===== src/design/timer_core_pkg.sv =====
// package: register map, field layout and reset values of the timer counter core
package timer_core_pkg;
	localparam logic [2:0] ADDR_STATUS_CONTROL = 3'h0;
	localparam logic [2:0] ADDR_COUNT_HIGH     = 3'h1;
	localparam logic [2:0] ADDR_COUNT_LOW      = 3'h2;
	localparam logic [2:0] ADDR_LIMIT_HIGH     = 3'h3;
	localparam logic [2:0] ADDR_LIMIT_LOW      = 3'h4;
	localparam int SC_FLAG_BIT   = 7;
	localparam int SC_IRQEN_BIT  = 6;
	localparam int SC_CENTER_BIT = 5;
	localparam int SC_CLOCK_SOURCE_SELECT_LSB   = 3;
	localparam int SC_PS_LSB     = 0;
	localparam logic [1:0]  CLOCK_SOURCE_SELECT_NONE     = 2'h0;
	localparam logic [1:0]  CLOCK_SOURCE_SELECT_BUS      = 2'h1;
	localparam logic [1:0]  CLOCK_SOURCE_SELECT_FIXED    = 2'h2;
	localparam logic [1:0]  CLOCK_SOURCE_SELECT_EXTERNAL = 2'h3;
	localparam logic [15:0] COUNT_RESET   = 16'h0000;
	localparam logic [15:0] LIMIT_RESET   = 16'h0000;
	localparam logic [15:0] COUNT_MAX     = 16'hffff;
	localparam logic [6:0]  PRESCALE_RESET = 7'h00;
	localparam logic [7:0]  READ_UNMAPPED = 8'h00;
endpackage


===== src/design/timer_counter_core.sv =====
// timer counter core: clock select, prescaler, counter, wrap limit, overflow flag
`timescale 1ns/1ps
`default_nettype none

module timer_counter_core
	import timer_core_pkg::*;
(
	input  wire logic        CLK_SYS_I,
	input  wire logic        RESET_N_I,
	input  wire logic [2:0]  ADDR_I,
	input  wire logic [7:0]  WDATA_I,
	input  wire logic        WR_I,
	input  wire logic        RD_I,
	output logic      [7:0]  RDATA_O,
	input  wire logic        EXT_CLK_I,
	input  wire logic        FIXED_CLK_TICK_I,
	input  wire logic        FREQ_LOOP_ENABLED_I,
	input  wire logic        DEBUG_HALT_I,
	output logic             OVERFLOW_IRQ_O,
	output logic      [15:0] COUNT_O,
	output logic             COUNT_DOWN_O,
	output logic             CENTER_ALIGN_O
);

	logic        overflow_flag_r;
	logic        overflow_irq_enable_r;
	logic        center_align_select_r;
	logic [1:0]  clock_source_select_r;
	logic [2:0]  prescale_select_r;
	logic [15:0] count_r;
	logic        count_down_r;
	logic [15:0] limit_r;
	logic [7:0]  limit_buf_high_r;
	logic [7:0]  limit_buf_low_r;
	logic        limit_high_seen_r;
	logic        limit_low_seen_r;
	logic        limit_pending_r;
	logic [7:0]  count_latch_high_r;
	logic [7:0]  count_latch_low_r;
	logic        count_latched_r;
	logic        clear_armed_r;
	logic [2:0]  ext_sync_r;
	logic        ext_level_r;
	logic        ext_level_d_r;
	logic [6:0]  prescale_cnt_r;
	logic [6:0]  prescale_cnt_nxt;
	logic [7:0]  rdata_r;

	logic        wr_sc;
	logic        wr_count;
	logic        wr_limit_high;
	logic        wr_limit_low;
	logic        rd_sc;
	logic        rd_count_high;
	logic        rd_count_low;
	logic        source_tick;
	logic        timer_tick;
	logic        at_limit;
	logic        wrap_event;
	logic        overflow_event;
	logic        limit_step;
	logic [6:0]  prescale_mask;
	logic [15:0] limit_eff;

	assign wr_sc         = WR_I && (ADDR_I == ADDR_STATUS_CONTROL);
	assign wr_count      = WR_I && (ADDR_I == ADDR_COUNT_HIGH || ADDR_I == ADDR_COUNT_LOW);
	assign wr_limit_high = WR_I && (ADDR_I == ADDR_LIMIT_HIGH);
	assign wr_limit_low  = WR_I && (ADDR_I == ADDR_LIMIT_LOW);
	assign rd_sc         = RD_I && (ADDR_I == ADDR_STATUS_CONTROL);
	assign rd_count_high = RD_I && (ADDR_I == ADDR_COUNT_HIGH);
	assign rd_count_low  = RD_I && (ADDR_I == ADDR_COUNT_LOW);

	// external clock: three stages, an edge counts once stages two and three agree
	// the pin must stay below a quarter of the bus rate or edges are lost
	always_ff @(posedge CLK_SYS_I or negedge RESET_N_I) begin
		if (!RESET_N_I) begin
			ext_sync_r <= 3'h0;
		end else begin
			ext_sync_r <= {ext_sync_r[1:0], EXT_CLK_I};
		end
	end

	always_ff @(posedge CLK_SYS_I or negedge RESET_N_I) begin
		if (!RESET_N_I) begin
			ext_level_r   <= 1'b0;
			ext_level_d_r <= 1'b0;
		end else begin
			if (ext_sync_r[1] == ext_sync_r[2]) begin
				ext_level_r <= ext_sync_r[2];
			end
			ext_level_d_r <= ext_level_r;
		end
	end

	// source selection ahead of the prescaler
	always_comb begin
		case (clock_source_select_r)
			CLOCK_SOURCE_SELECT_NONE: begin
				source_tick = 1'b0;
			end
			CLOCK_SOURCE_SELECT_BUS: begin
				source_tick = 1'b1;
			end
			CLOCK_SOURCE_SELECT_FIXED: begin
				// without an enabled loop the fixed clock is the bus clock
				source_tick = FREQ_LOOP_ENABLED_I ? FIXED_CLK_TICK_I : 1'b1;
			end
			CLOCK_SOURCE_SELECT_EXTERNAL: begin
				source_tick = ext_level_r && !ext_level_d_r;
			end
			default: begin
				source_tick = 1'b0;
			end
		endcase
	end

	// mask is formed from the stored field, so a new value acts on the next cycle
	// prescaler phase survives register writes, so the first tick after a change may come early
	assign prescale_mask = 7'((8'h01 << prescale_select_r) - 8'h01);
	assign timer_tick    = source_tick && !DEBUG_HALT_I
		&& ((prescale_cnt_r & prescale_mask) == prescale_mask);

	always_comb begin
		prescale_cnt_nxt = prescale_cnt_r;
		if (source_tick && !DEBUG_HALT_I) begin
			prescale_cnt_nxt = 7'(prescale_cnt_r + 7'h01);
		end
	end

	always_ff @(posedge CLK_SYS_I or negedge RESET_N_I) begin
		if (!RESET_N_I) begin
			prescale_cnt_r <= PRESCALE_RESET;
		end else begin
			prescale_cnt_r <= prescale_cnt_nxt;
		end
	end

	// a zero limit means free running over the whole range
	assign limit_eff = (limit_r == LIMIT_RESET) ? COUNT_MAX : limit_r;
	assign at_limit  = (count_r == limit_eff);
	// judged against the limit in force, so a free running counter loads at the top
	assign limit_step = timer_tick && !count_down_r
		&& (count_r == 16'(limit_eff - 16'h0001));

	always_comb begin
		wrap_event = 1'b0;
		if (timer_tick) begin
			if (center_align_select_r) begin
				wrap_event = count_down_r && (count_r == 16'h0001);
			end else begin
				wrap_event = at_limit;
			end
		end
	end
	assign overflow_event = wrap_event && !limit_pending_r;

	// counter and direction
	always_ff @(posedge CLK_SYS_I or negedge RESET_N_I) begin
		if (!RESET_N_I) begin
			count_r      <= COUNT_RESET;
			count_down_r <= 1'b0;
		end else if (wr_count) begin
			count_r      <= COUNT_RESET;
			count_down_r <= 1'b0;
		end else if (timer_tick) begin
			if (!center_align_select_r) begin
				count_down_r <= 1'b0;
				count_r      <= at_limit ? COUNT_RESET : 16'(count_r + 16'h0001);
			end else if (!count_down_r) begin
				if (at_limit) begin
					count_down_r <= 1'b1;
					count_r      <= 16'(count_r - 16'h0001);
				end else begin
					count_r <= 16'(count_r + 16'h0001);
				end
			end else begin
				if (count_r == 16'h0001 || count_r == COUNT_RESET) begin
					count_down_r <= 1'b0;
				end
				count_r <= (count_r == COUNT_RESET) ? 16'h0001 : 16'(count_r - 16'h0001);
			end
		end
	end

	// control fields, one register each
	always_ff @(posedge CLK_SYS_I or negedge RESET_N_I) begin
		if (!RESET_N_I) begin
			overflow_irq_enable_r <= 1'b0;
		end else if (wr_sc) begin
			overflow_irq_enable_r <= WDATA_I[SC_IRQEN_BIT];
		end
	end

	always_ff @(posedge CLK_SYS_I or negedge RESET_N_I) begin
		if (!RESET_N_I) begin
			center_align_select_r <= 1'b0;
		end else if (wr_sc) begin
			center_align_select_r <= WDATA_I[SC_CENTER_BIT];
		end
	end

	// source 00 stops the counter; a limit pair then loads at once, but a write here drops a pending one
	always_ff @(posedge CLK_SYS_I or negedge RESET_N_I) begin
		if (!RESET_N_I) begin
			clock_source_select_r <= CLOCK_SOURCE_SELECT_NONE;
		end else if (wr_sc) begin
			clock_source_select_r <= WDATA_I[SC_CLOCK_SOURCE_SELECT_LSB +: 2];
		end
	end

	always_ff @(posedge CLK_SYS_I or negedge RESET_N_I) begin
		if (!RESET_N_I) begin
			prescale_select_r <= 3'h0;
		end else if (wr_sc) begin
			prescale_select_r <= WDATA_I[SC_PS_LSB +: 3];
		end
	end

	// overflow flag; a fresh overflow always beats the clear
	always_ff @(posedge CLK_SYS_I or negedge RESET_N_I) begin
		if (!RESET_N_I) begin
			overflow_flag_r <= 1'b0;
			clear_armed_r   <= 1'b0;
		end else if (overflow_event) begin
			overflow_flag_r <= 1'b1;
			clear_armed_r   <= 1'b0;
		end else begin
			if (rd_sc && overflow_flag_r) begin
				clear_armed_r <= 1'b1;
			end
			if (wr_sc && !WDATA_I[SC_FLAG_BIT] && clear_armed_r) begin
				overflow_flag_r <= 1'b0;
				clear_armed_r   <= 1'b0;
			end
		end
	end

	assign OVERFLOW_IRQ_O = overflow_flag_r && overflow_irq_enable_r;

	// counter read latch; reads leave it alone while halted, control or count writes still release it
	always_ff @(posedge CLK_SYS_I or negedge RESET_N_I) begin
		if (!RESET_N_I) begin
			count_latched_r    <= 1'b0;
			count_latch_high_r <= 8'h00;
			count_latch_low_r  <= 8'h00;
		end else if (wr_sc || wr_count) begin
			count_latched_r <= 1'b0;
		end else if (!DEBUG_HALT_I && (rd_count_high || rd_count_low)) begin
			if (!count_latched_r) begin
				count_latched_r    <= 1'b1;
				count_latch_high_r <= count_r[15:8];
				count_latch_low_r  <= count_r[7:0];
			end else begin
				count_latched_r <= 1'b0;
			end
		end
	end

	// limit write buffering
	always_ff @(posedge CLK_SYS_I or negedge RESET_N_I) begin
		if (!RESET_N_I) begin
			limit_r           <= LIMIT_RESET;
			limit_buf_high_r  <= 8'h00;
			limit_buf_low_r   <= 8'h00;
			limit_high_seen_r <= 1'b0;
			limit_low_seen_r  <= 1'b0;
			limit_pending_r   <= 1'b0;
		end else if (wr_sc) begin
			limit_high_seen_r <= 1'b0;
			limit_low_seen_r  <= 1'b0;
			limit_pending_r   <= 1'b0;
		end else if (DEBUG_HALT_I) begin
			if (wr_limit_high) begin
				limit_r[15:8] <= WDATA_I;
			end
			if (wr_limit_low) begin
				limit_r[7:0] <= WDATA_I;
			end
		end else if (wr_limit_high || wr_limit_low) begin
			if (wr_limit_high) begin
				limit_buf_high_r <= WDATA_I;
			end else begin
				limit_buf_low_r <= WDATA_I;
			end
			if ((wr_limit_high && limit_low_seen_r) || (wr_limit_low && limit_high_seen_r)) begin
				limit_high_seen_r <= 1'b0;
				limit_low_seen_r  <= 1'b0;
				if (clock_source_select_r == CLOCK_SOURCE_SELECT_NONE) begin
					limit_r         <= wr_limit_high ? {WDATA_I, limit_buf_low_r}
						: {limit_buf_high_r, WDATA_I};
					limit_pending_r <= 1'b0;
				end else begin
					limit_pending_r <= 1'b1;
				end
			end else begin
				limit_high_seen_r <= wr_limit_high;
				limit_low_seen_r  <= wr_limit_low;
				limit_pending_r   <= 1'b1;
			end
		end else if (limit_pending_r && !limit_high_seen_r && !limit_low_seen_r) begin
			if (clock_source_select_r == CLOCK_SOURCE_SELECT_NONE) begin
				limit_r         <= {limit_buf_high_r, limit_buf_low_r};
				limit_pending_r <= 1'b0;
			end else if (limit_step) begin
				limit_r         <= {limit_buf_high_r, limit_buf_low_r};
				limit_pending_r <= 1'b0;
			end
		end
	end

	// read data, one cycle after the strobe
	always_ff @(posedge CLK_SYS_I or negedge RESET_N_I) begin
		if (!RESET_N_I) begin
			rdata_r <= 8'h00;
		end else if (RD_I) begin
			case (ADDR_I)
				ADDR_STATUS_CONTROL: begin
					rdata_r <= {overflow_flag_r, overflow_irq_enable_r, center_align_select_r,
						clock_source_select_r, prescale_select_r};
				end
				ADDR_COUNT_HIGH: begin
					rdata_r <= count_latched_r ? count_latch_high_r : count_r[15:8];
				end
				ADDR_COUNT_LOW: begin
					rdata_r <= count_latched_r ? count_latch_low_r : count_r[7:0];
				end
				ADDR_LIMIT_HIGH: begin
					rdata_r <= limit_r[15:8];
				end
				ADDR_LIMIT_LOW: begin
					rdata_r <= limit_r[7:0];
				end
				default: begin
					rdata_r <= READ_UNMAPPED;
				end
			endcase
		end else begin
			rdata_r <= 8'h00;
		end
	end

	assign RDATA_O        = rdata_r;
	assign COUNT_O        = count_r;
	assign COUNT_DOWN_O   = count_down_r;
	assign CENTER_ALIGN_O = center_align_select_r;

endmodule

`default_nettype wire


===== config.mk =====
export PLATFORM = sky130hd
export DESIGN_NAME = timer_counter_core
export DESIGN_NICKNAME = d
export VERILOG_FILES = /design/src/design/timer_core_pkg.sv /design/src/design/timer_counter_core.sv
export SDC_FILE = /design/constraint.sdc
export NUM_CORES = 1
export LEC_CHECK = 0
export BUFFER_PORTS_ARGS = -buffer_cell sky130_fd_sc_hd__buf_4
export CAP_MARGIN = 30
export CORE_AREA = 2 2 127 129
export CTS_BUF_LIST = sky130_fd_sc_hd__clkbuf_4 sky130_fd_sc_hd__clkbuf_8 sky130_fd_sc_hd__clkbuf_16
export DETAILED_ROUTE_END_ITERATION = 8
export DIE_AREA = 0 0 129 131
export GPL_TIMING_DRIVEN = 0
export SETUP_SLACK_MARGIN = 0.05
export SLEW_MARGIN = 20
export SYNTH_ARGS = -nofsm -noshare
export SYNTH_HDL_FRONTEND = slang
export SYNTH_SLANG_ARGS = --single-unit

===== constraint.sdc =====
create_clock -name CLK_SYS_I -period 3.6 [get_ports CLK_SYS_I]
set_clock_uncertainty 0.1 [all_clocks]
set_input_delay 0.36 -clock CLK_SYS_I [delete_from_list [all_inputs] [get_ports CLK_SYS_I]]
set_output_delay 0.36 -clock CLK_SYS_I [all_outputs]
set_load 0.005 [all_outputs]

=== Word level (Yosys, flattened, before mapping) ===
Index checks and enable logic that the tools add are counted.

* $add $sub $neg: 5
* Equality and inequality tests: 17
* Shift operators: 1
* Muxes and demuxes: 56
* Bitwise gates (word level): 5
* Reduce and logical (&&, ||, !) cells: 56

{| class="wikitable"
|+ Operators by type and width
! cell !! number
|-
| 2-to-1 mux 16 bit || 16
|-
| 2-to-1 mux 8 bit || 5
|-
| one-hot mux 8 bit (5 select lines) || 1
|-
| 2-to-1 mux 1 bit || 33
|-
| == test 16 bit || 2
|-
| logical NOT 16 bit || 2
|-
| subtractor 16 x 1 -> 16 bit (second input constant) || 2
|-
| logical AND 1 bit || 23
|-
| adder 16 x 1 -> 16 bit (second input constant) || 1
|-
| == test 16 x 1 -> 1 bit (second input constant) || 1
|-
| AND reduction 6 bit || 2
|-
| nonzero test 3 bit || 4
|-
| AND reduction 4 bit || 2
|-
| nonzero test 2 bit || 4
|-
| adder 7 x 1 -> 7 bit (second input constant) || 1
|-
| bitwise AND 7 bit || 1
|-
| == test 7 bit || 1
|-
| logical NOT 1 bit || 7
|-
| left shift 1 x 3 -> 7 bit (first input constant) || 1
|-
| subtractor 7 x 1 -> 7 bit (second input constant) || 1
|-
| == test 3 x 2 -> 1 bit (second input constant) || 2
|-
| logical OR 1 bit || 6
|-
| != test 2 x 1 -> 1 bit (second input constant) || 3
|-
| != test 3 x 2 -> 1 bit (second input constant) || 2
|-
| 12 further kinds || 17
|}

* Bits in registers: 98
* Bits of input ports: 19
* Output and inout bits: 27
* Word-level logic and storage cells: 163

=== Longest topological paths before layout ===
Gate-level depths: netlist (run 1).

* Depth after elaboration: 13
* Mapped depth: 16

=== Least setup slack after synthesis (run 1) ===
OpenSTA, ideal clock, no wires.

* Kind: reg2reg
* Start: reg limit_r[10]
* End: reg limit_r[10]
* Library setup time: 125 ps
* Data arrival time: 3,305 ps
* Data required time: 3,375 ps
* Path slack: 70 ps
* Cell stages (with the launch flop): 16
* Period minus slack after synthesis: 3,530 ps
* Cell sequence: dfrtp_1 > buf_6 > nor4_4 > and4_1 > buf_6 > nor2_1 > ha_1 > xnor2_1 > nor2_1 > o21ai_0 > a2111o_1 > nor4_1 > nand4_1 > o21ai_4 > o21ai_4 > mux2_4

* Cells in the longest elaborated chain, start to end: 7

{| class="wikitable"
|+ Ends and longest elaborated chain
! what !! line !! RTL
|-
| from (decl) || timer_counter_core.sv:32 || <nowiki>logic [15:0] limit_r;</nowiki>
|-
| from (signal assigned) || timer_counter_core.sv:289 || <nowiki>limit_r <= wr_limit_high ? {WDATA_I, limit_buf_low_r}</nowiki>
|-
| from (signal assigned) || timer_counter_core.sv:302 || <nowiki>limit_r <= {limit_buf_high_r, limit_buf_low_r};</nowiki>
|-
| from (signal assigned) || timer_counter_core.sv:305 || <nowiki>limit_r <= {limit_buf_high_r, limit_buf_low_r};</nowiki>
|-
| logical NOT 16 bit || timer_counter_core.sv:139 || <nowiki>assign limit_eff = (limit_r == LIMIT_RESET) ? COUNT_MAX : limit_r;</nowiki>
|-
| 2-to-1 mux 16 bit * || timer_counter_core.sv:139 ||
|-
| subtractor 16 x 1 -> 16 bit * || timer_counter_core.sv:143 || <nowiki>&& (count_r == 16'(limit_eff - 16'h0001));</nowiki>
|-
| == test 16 bit * || timer_counter_core.sv:143 ||
|-
| logical AND 1 bit * || timer_counter_core.sv:143 ||
|-
| nonzero test 3 bit (no line) * || -- ||
|-
| AND reduction 6 bit (no line) * || -- ||
|}

Every way passes the cells marked *; elsewhere a longest branch is shown, timed or not.
A chain may end at the register's enable or synchronous reset.

=== Worst setup path in the final report (run 1) ===
* Start: reg limit_r[4]
* End: reg limit_r[11]

Same word-level chain as after synthesis.

==> results of run 1 <==
metal layers:
metal	global-route usage [%]	vias up
met5	0	-
met4	9.02	2
met3	5.29	35
met2	43.5	256
met1	37.6	3085
li1	-	2870
kinds of logic after synthesis:
| logic type | count (synthesis) |
|---|---|
| AND/OR/NAND/NOR | 276 |
| adder cells (fa/ha/maj) | 8 |
| XOR/XNOR | 31 |
| multiplexers | 92 |
| buffers and inverters | 68 |
| flip-flops | 98 |
| AO/OA/AOI/OAI | 161 |
what timing repair did:
action / 4_1_cts / 5_1_grt
hold buffers: 1 / 1
hold endpoints to repair: 1 / 17
pin swaps: 10 / 11
gates resized for setup: 16 / 17
setup buffers: 13 / 10
setup endpoints to repair: 17 / 23
synth_stat cells (all sizes together), types with 3 or more instances:
cell type	n
nor3	15
inv	11
xor2	7
nor2b	9
nand3	25
o221ai	4
nand2	56
mux2	67
a21oi	38
a311oi	3
a211oi	3
a31o	4
nand4	14
o31ai	3
and4	3
or3b	3
o211ai	7
o21ai	39
and3	15
buf	24
a221oi	7
and2	9
xnor2	24
dfrtp	98
a41oi	3
mux2i	25
nor2	76
nor4b	5
o22a	3
or4	3
nand2b	8
ha	7
nor4	11
clkbuf	33
o22ai	7
a21o	4
a31oi	10
or3	8
a32oi	6
nand3b	5
registers in the layout (all words and copies together) (netlist names), 2 cells and up:
signal,flops
RDATA_O,8
limit_r,16
prescale_select_r,3
ext_sync_r,3
prescale_cnt_r,7
limit_buf_high_r,8
COUNT_O,16
limit_buf_low_r,8
clock_source_select_r,2
count_latch_low_r,8
count_latch_high_r,8
final cells by class:
class	count	share of cell area [%]
multi-input cells	568	50.8
flip-flops and latches	98	30.5
repair buffers	70	6.92
plain buffers	55	4.08
well taps	216	3.35
clock buffers	9	2.79
clock inverters	7	1.01
inverters	11	0.512
worst max-delay path by stage:
stage | from | to | cells after the start
2_1_floorplan | limit_r[10] | limit_r[10] | 15
3_3_place_gp | limit_r[8] | limit_r[10] | 15
3_5_place_dp | limit_r[8] | limit_r[13] | 15
4_1_cts | limit_r[3] | limit_r[13] | 14
5_1_grt | limit_r[8] | limit_r[11] | 15
6_report | limit_r[4] | limit_r[11] | 14
power breakdown:
group | switching [mW] | internal (mW) | total (mW)
logic | 1.26 | 1.05 | 2.30
clock network | 0.502 | 0.495 | 0.997
registers | 0.250 | 1.34 | 1.59
metrics by stage:
stage / std cells / setup TNS, ns
after global placement: 993 / -8.01
final: 1034 / 0
after global routing: 1034 / -0.435
after floorplan: 734 / 0
after CTS: 1023 / 0
after detailed placement: 994 / -7.17
critical path, stage by stage, from the launching register on:
cell and delay (ns):
dfrtp_2 0.44, nor4_4 0.07, buf_4 0.16, a41oi_4 0.27
ha_4 0.19, nor3b_4 0.26, buf_4 0.16, o21ai_0 0.14
a31oi_1 0.19, a21oi_1 0.09, nor4_2 0.25, nand4_1 0.28
o21ai_4 0.29, o21ai_4 0.17, mux2_4 0.34
==> impl_metrics.ini, run 1 <==
[worst_setup_path]
start_kind = flop
required_ns = 3.75
cp_max_fo = 8
end_kind = flop
rr_worst_depth = 14
worstPathArrival_ns = 3.68
timing.rr.end = limit_r[11]
critPathKind = reg -> reg
timing.rr.start = limit_r[4]
ff2ff_setup_slack_ns = 0.07

[job]
max_cap_viol_count = 0

[clocking]
cts_buffer_depth = 2
insertion_delay_ns = 0.36
clockRootBuffer = clkbuf_16
clock-sinks = 98
path_clk_slew_ns = 0.08
numCtsBuffers = 9
htreeDepth = 3
cts_tree = yes

[logic_synthesis]
netlist-cell-type-count = 82
synthMuxAreaShare_pct = 15.5
yosys_warnings = 0
synth_xor_area_share_pct = 3.98
ys_ff_latch = 98
yosysSeqAreaShare_pct = 35.9
synth_fp_nets = 760
synth_top_family_by_area = simple AND/OR/NAND/NOR gates
synth.avg_cell_area_um2 = 9.30
synth.top_cell.area_share_pct = 35.9
async_flop_share_pct = 100
synth-edff-count = 0
synth_compound_area_share_pct = 16.1
synth_ff_type = dfrtp_1
synth_area_leaders = dfrtp_1, mux2_2, nor2_1
synth_cells = 734
synth-simple-area-share_pct = 21.7
synth.cell_area_um2 = 6830
synth_top_area_cell = dfrtp_1
yosys.area_share.adder_pct = 1.43

[pwr]
ir_drop_mv = 0.307
powerDensity_nw_per_um2 = 607
total_power_mw = 4.89
leakage_nw = 3.38

[timing]
layout_setup_ws_ns = 0.0729
worst_pin_slew_ns = 0.858
rsz0062_at_grt = true
finalCriticalPeriod_ns = 3.53
fmax_ghz = 0.284
post-route-period-util_pct = 98.0
setup_viol = 0
relSlewSlack_pct = 42.6
hold_viol = 0
maxSlewViolCount = 0
hold_slack_ns = 0.167

[route]
wl_per_cell_um = 21.7
wl_met3_um = 1540
met2_length_um = 10300
drt_pass1_iterations = 8
vias_per_cell = 6.04
drc = 0
routed_wl_um = 22400
dr_total_vias = 6248
drt_iter0_drc = 599
wl_met1_um = 10000
route.antenna.remaining_nets = 0
top_layer = met5

[grt]
grt_max_degree = 99
track_usage_pct = 27.3
antenna_found_initial = 1
overflow = 0
grt_pass1_wl_um = 34800
grt_pass1_vias = 6122

[layout]
final_cell_mix = dfrtp_1, nor2_1, buf_4
final_common_cell = dfrtp_1
syn_to_final_growth_pct = 18.1
regArea_um2 = 2460
nNetsFinal = 839
postLayoutCellArea_um2 = 8060
final_util_pct = 51.7
drive_gt1_share_pct = 26.7
n_antenna_cell = 0
multi_input_area_um2 = 4100
fillers = 1424

[place]
io_buffer_count = 43
post-dp-hpwl_um = 16000
placed_cell_area_um2 = 7430
place_ws_ns = -0.487
gp_congestion = 0.954

[die]
core-area_um2 = 15600
ios = 46
die_area_um2 = 16900
die_height_um = 131
die_x_um = 129
rows = 46
start_util_pct = 43.8

[hold_path]
hp-start = WDATA_I[0]
hold_end = limit_buf_low_r[0]
hold_depth = 2
hp-class = in -> reg

[status]
status = complete, no violations
(Power assumes the default switching activity.)
==> inputs of run 2 (changes only) <==
--- a/config.mk
+++ b/config.mk
@@ -7,10 +7,10 @@
 export LEC_CHECK = 0
 export BUFFER_PORTS_ARGS = -buffer_cell sky130_fd_sc_hd__buf_4
 export CAP_MARGIN = 30
-export CORE_AREA = 2 2 127 129
+export CORE_AREA = 2 2 141 143
 export CTS_BUF_LIST = sky130_fd_sc_hd__clkbuf_4 sky130_fd_sc_hd__clkbuf_8 sky130_fd_sc_hd__clkbuf_16
 export DETAILED_ROUTE_END_ITERATION = 8
-export DIE_AREA = 0 0 129 131
+export DIE_AREA = 0 0 143 145
 export GPL_TIMING_DRIVEN = 0
 export SETUP_SLACK_MARGIN = 0.05
 export SLEW_MARGIN = 20
==> run 2 against run 1 <==
  * Final cell count up 4.4%
  * Hold slack worse by 0.0012 ns
  * The run now ends with negative setup slack left
  * Via count is 2.2% lower
  * Routed wire length shrank 5.5%
  * Global-route usage is 6.6 points lower
  * Clock power is essentially flat
  * Clock-buffer cell count unchanged
  * Cell area up 0.19%
  * Flip-flop and latch count did not move
  * Combinational power is 5% lower
  * Register-to-register slack worse by 0.09 ns
==> impl_metrics.ini, run 2 (synthesis results as in run 1) <==
[worst_setup_path]
start_kind = flop
required_ns = 3.74
worstPathArrival_ns = 3.76
cp_max_fo = 8
critPathKind = reg -> reg
end_kind = flop

[timing]
finalCriticalPeriod_ns = 3.62
layout_setup_ws_ns = -0.0195
setup_viol = 7
rsz0062_at_grt = true
fmax_ghz = 0.276
worst_pin_slew_ns = 0.860
relSlewSlack_pct = 42.5
hold_viol = 0
post-route-period-util_pct = 101
setup_tns_ns = -0.0807
hold_slack_ns = 0.166
maxSlewViolCount = 0

[die]
start_util_pct = 35.5
die_x_um = 143
die_height_um = 145
die_area_um2 = 20700
ios = 46
rows = 51
core-area_um2 = 19200

[route]
vias_per_cell = 5.66
drc = 0
routed_wl_um = 21200
route.antenna.remaining_nets = 0
wl_per_cell_um = 19.6
dr_total_vias = 6110
drt_iter0_drc = 778
drt_pass1_iterations = 5

[place]
gp_congestion = 0.948
post-dp-hpwl_um = 14800
place_ws_ns = -0.529
dp_cells = 1042
io_buffer_count = 43

[layout]
n_antenna_cell = 0
drive_gt1_share_pct = 26.0
final_cell_mix = dfrtp_1, nor2_1, buf_4
syn_to_final_growth_pct = 18.4
nNetsFinal = 836
final_common_cell = dfrtp_1
instances_no_fill = 1080

[clocking]
cts_tree = yes
insertion_delay_ns = 0.36
clockRootBuffer = clkbuf_16
htreeDepth = 3
numCtsBuffers = 9
clock-sinks = 98
cts_buffer_depth = 2
path_clk_slew_ns = 0.08

[hold_path]
hp-class = in -> reg

[status]
violations = negative setup slack
status = complete, but fails checks

[grt]
grt_pass1_vias = 5839
grt_max_degree = 99
track_usage_pct = 20.7
overflow = 0
grt_pass1_wl_um = 33300
antenna_found_initial = 0

[pwr]
ir_drop_mv = 0.321
powerDensity_nw_per_um2 = 593
leakage_nw = 3.36

[job]
max_cap_viol_count = 0
## run 2: cell count changes in the layout (fill, tap and decap cells not counted), moves of 2 or more
cell and delta:
buf_4 -2, clkinv_4 -2, dfrtp_1 +2, dfrtp_2 -2, inv_6 +2
## run 2: per-stage QoR
stage / power, mW / utilization [%] / area [µm²]
after CTS: 4.66 / 41.4 / 7940
after floorplan: 2.98 / - / 6830
final: 4.79 / 42.1 / 8080
after detailed placement: 3.54 / 39.0 / 7480
after global placement: 3.51 / 38.9 / 7480
after global routing: 5.08 / 42.1 / 8080
## run 2: area by class of cell
| type | count | area, µm² |
|---|---|---|
| sequential | 98 | 2460 |
| buffer | 55 | 323 |
| clock inverter | 7 | 76.3 |
| tap | 265 | 332 |
| multi-input combinational | 568 | 4090 |
| clock buffer | 9 | 225 |
| fill | 1883 | 11100 |
| inverter | 11 | 41.3 |
| timing repair buffer | 67 | 536 |
## run 2: final timing paths
kind                               start                   to  slack (ns)  cells past startpoint
hold / removal                WDATA_I[0]  limit_buf_high_r[0]        0.17                      2
hold reg to reg            ext_sync_r[0]        ext_sync_r[1]        0.25                      0
min in group asynchronous      RESET_N_I           RDATA_O[6]        0.39                      2
setup / recovery             limit_r[14]          limit_r[13]       -0.02                     13
setup reg to reg             limit_r[14]          limit_r[13]       -0.02                     13
max in group asynchronous      RESET_N_I          limit_r[14]        2.37                      3
## run 2: critical path, cell delays in order, from the launching register on
cell     delay [ns]
dfrtp_2        0.52
nor4_4         0.07
buf_4          0.15
a41oi_2        0.27
ha_4           0.20
or3b_4         0.43
nor4_2         0.27
a31oi_1        0.06
o21ai_0        0.21
a32o_1         0.20
nand4_1        0.22
o21ai_4        0.28
o21ai_4        0.17
mux2_4         0.33
## run 2: what timing repair did
item                                    CTS  global route
pin swaps                                10            11
hold endpoints to repair                  1            41
endpoints found under the setup margin   22            24
hold buffers                              1             1
gates resized for setup                  13            11
buffers inserted                         14             7
## run 2: metal layers
metal / wire, µm / GRT usage (%) / vias up
li1: - / - / 2860
met1: 9450 / 29.6 / 2925
met2: 9790 / 32.5 / 283
met3: 1540 / 3.70 / 42
met4: 410 / 5.15 / 0
met5: 0 / 0 / -
## run 2: power breakdown
part / switching, mW / total, mW / leakage [nW] / internal [mW]
clock: 0.503 / 0.999 / 0.149 / 0.497
combinational: 1.18 / 2.19 / 1.97 / 1.02
sequential: 0.258 / 1.60 / 1.24 / 1.34
==> inputs of run 3 (changes only) <==
--- a/config.mk
+++ b/config.mk
@@ -7,11 +7,12 @@
 export LEC_CHECK = 0
 export BUFFER_PORTS_ARGS = -buffer_cell sky130_fd_sc_hd__buf_4
 export CAP_MARGIN = 30
-export CORE_AREA = 2 2 141 143
+export CORE_AREA = 2 2 115 117
 export CTS_BUF_LIST = sky130_fd_sc_hd__clkbuf_4 sky130_fd_sc_hd__clkbuf_8 sky130_fd_sc_hd__clkbuf_16
 export DETAILED_ROUTE_END_ITERATION = 8
-export DIE_AREA = 0 0 143 145
+export DIE_AREA = 0 0 117 119
 export GPL_TIMING_DRIVEN = 0
+export PLACE_DENSITY = 0.75
 export SETUP_SLACK_MARGIN = 0.05
 export SLEW_MARGIN = 20
 export SYNTH_ARGS = -nofsm -noshare
==> run 3 against run 2 <==
  * The flow still finishes with violations (negative setup slack)
  * Via count rose by 3.6%
  * Critical path depth increased by 1
  * Final cell count is 8.1% lower
  * Total power rose by 0.51%
  * Non-clock buffer count up 1
  * Sequential share of layout area grew 0.33 points
  * Clock power decreased by 2.8%
  * Flip-flop and latch count stayed put
  * Die area down 33%
  * Hold slack better by 0.0073 ns
  * Largest power group unchanged
==> impl_metrics.ini, run 3 (synthesis results as in run 1) <==
[status]
status = complete, but fails checks
violations = negative setup slack

[route]
drt_iter0_drc = 612
vias_per_cell = 6.38
wl_per_cell_um = 21.6
wl_met3_um = 1700
drt_pass1_iterations = 5
met2_length_um = 10000
route.antenna.remaining_nets = 0
drc = 0
dr_total_vias = 6333
wl_met1_um = 9200
routed_wl_um = 21400
top_layer = met4

[clocking]
htreeDepth = 3
clockRootBuffer = clkbuf_16
cts_tree = yes
numCtsBuffers = 9
cts_buffer_depth = 2
clock-sinks = 98
path_clk_slew_ns = 0.07
insertion_delay_ns = 0.36

[timing]
finalCriticalPeriod_ns = 3.62
fmax_ghz = 0.277
post-route-period-util_pct = 100
setup_viol = 7
rsz0062_at_grt = true
maxSlewViolCount = 0
setup_tns_ns = -0.0653
layout_setup_ws_ns = -0.0159
worst_pin_slew_ns = 0.853
hold_viol = 0
hold_slack_ns = 0.173
relSlewSlack_pct = 42.9

[worst_setup_path]
start_kind = flop
critPathKind = reg -> reg
ff2ff_setup_slack_ns = -0.02
required_ns = 3.75
end_kind = flop
worstPathArrival_ns = 3.77
cp_max_fo = 8

[pwr]
p_sw_share_pct = 40.9
internal_power_mw = 2.85
power_frac_clock_pct = 20.2
p_sw_mw = 1.97
seqPwrFrac_pct = 33.9
leakage_nw = 3.37
powerDensity_nw_per_um2 = 603
ir_drop_mv = 0.330
combPwrFrac_pct = 45.9

[die]
start_util_pct = 53.0
die_area_um2 = 13900
rows = 42
die_height_um = 119
ios = 46
die_x_um = 117
core-area_um2 = 12900

[layout]
fillers = 1096
regArea_um2 = 2460
final_cell_mix = dfrtp_1, nor2_1, buf_4
syn_to_final_growth_pct = 17.1
nNetsFinal = 837
drive_gt1_share_pct = 26.8
final_common_cell = dfrtp_1
multi_input_area_um2 = 4120
n_antenna_cell = 0

[place]
io_buffer_count = 43
place_ws_ns = -0.443
gp_congestion = 0.959
post-dp-hpwl_um = 15100

[grt]
antenna_found_initial = 0
grt_pass1_vias = 5918
grt_max_degree = 99
track_usage_pct = 31.2
grt_pass1_wl_um = 32800
overflow = 0

[hold_path]
hp-class = in -> reg

[job]
max_cap_viol_count = 0
## run 3: cell types whose count changed in the layout (fill, tap and decap cells not counted), sizes merged
cell      delta
buf          +2
clkinvlp     +1
inv          -2
## run 3: cell type report
class	count	share of cell area, %
plain buffers	55	4.07
flip-flops and latches	98	30.8
inverters	11	0.517
well taps	176	2.76
clock buffers	10	2.91
clock inverters	6	0.705
multi-input cells	568	51.5
repair buffers	68	6.75
## run 3: power groups by stage
stage | Clock (mW) | Sequential [mW] | Combinational, mW
after global placement | 0 | 1.63 | 1.86
after CTS | 0.979 | 1.62 | 2.02
after global routing | 1.03 | 1.66 | 2.37
after detailed placement | 0 | 1.64 | 1.90
after floorplan | 0 | 1.54 | 1.44
final | 0.971 | 1.63 | 2.21
## run 3: repair_timing
| item | in CTS | in global routing |
|---|---|---|
| hold endpoints to repair | 1 | 17 |
| setup endpoints to repair | 20 | 21 |
| hold buffers | 1 | 1 |
| gates resized for setup | 16 | 18 |
| pin swaps | 11 | 8 |
| cloned | 0 | 0 |
| buffers inserted | 12 | 10 |
## run 3: per-stage QoR
step                      utilization [%]  instances  power, mW  cell area, µm²
after floorplan                         -        734       2.98            6830
after global placement               57.2        953       3.48            7370
after detailed placement             57.3        953       3.54            7370
after CTS                            60.7        981       4.62            7820
after global routing                 62.1        992       5.06            7990
final                                62.1        992       4.82            7990
## run 3: critical path: stages, from the launching register on
cell and delay, ns:
dfrtp_1 0.48, nor4_4 0.10, buf_4 0.15, a41oi_2 0.29, ha_4 0.19, nor3b_4 0.28
nand4b_1 0.18, buf_4 0.19, xor2_1 0.15, a311oi_2 0.36, nand4_1 0.13, buf_4 0.17
o21ai_4 0.20, o21ai_4 0.17, mux2_4 0.34
## run 3: routing by layer
layer	GRT usage [%]	vias up
li1	-	2842
met1	44.5	3108
met2	48.5	332
met3	5.04	51
met4	9.71	0
met5	0	-
## run 3: final timing paths
kind,from,to,cells after the start
max,limit_r[4],limit_r[10],14
min,WDATA_I[1],limit_buf_high_r[1],2
max reg2reg,limit_r[4],limit_r[10],14
min reg2reg,ext_sync_r[0],ext_sync_r[1],0
max in group asynchronous,RESET_N_I,count_latch_high_r[0],3
min in group asynchronous,RESET_N_I,COUNT_O[14],2
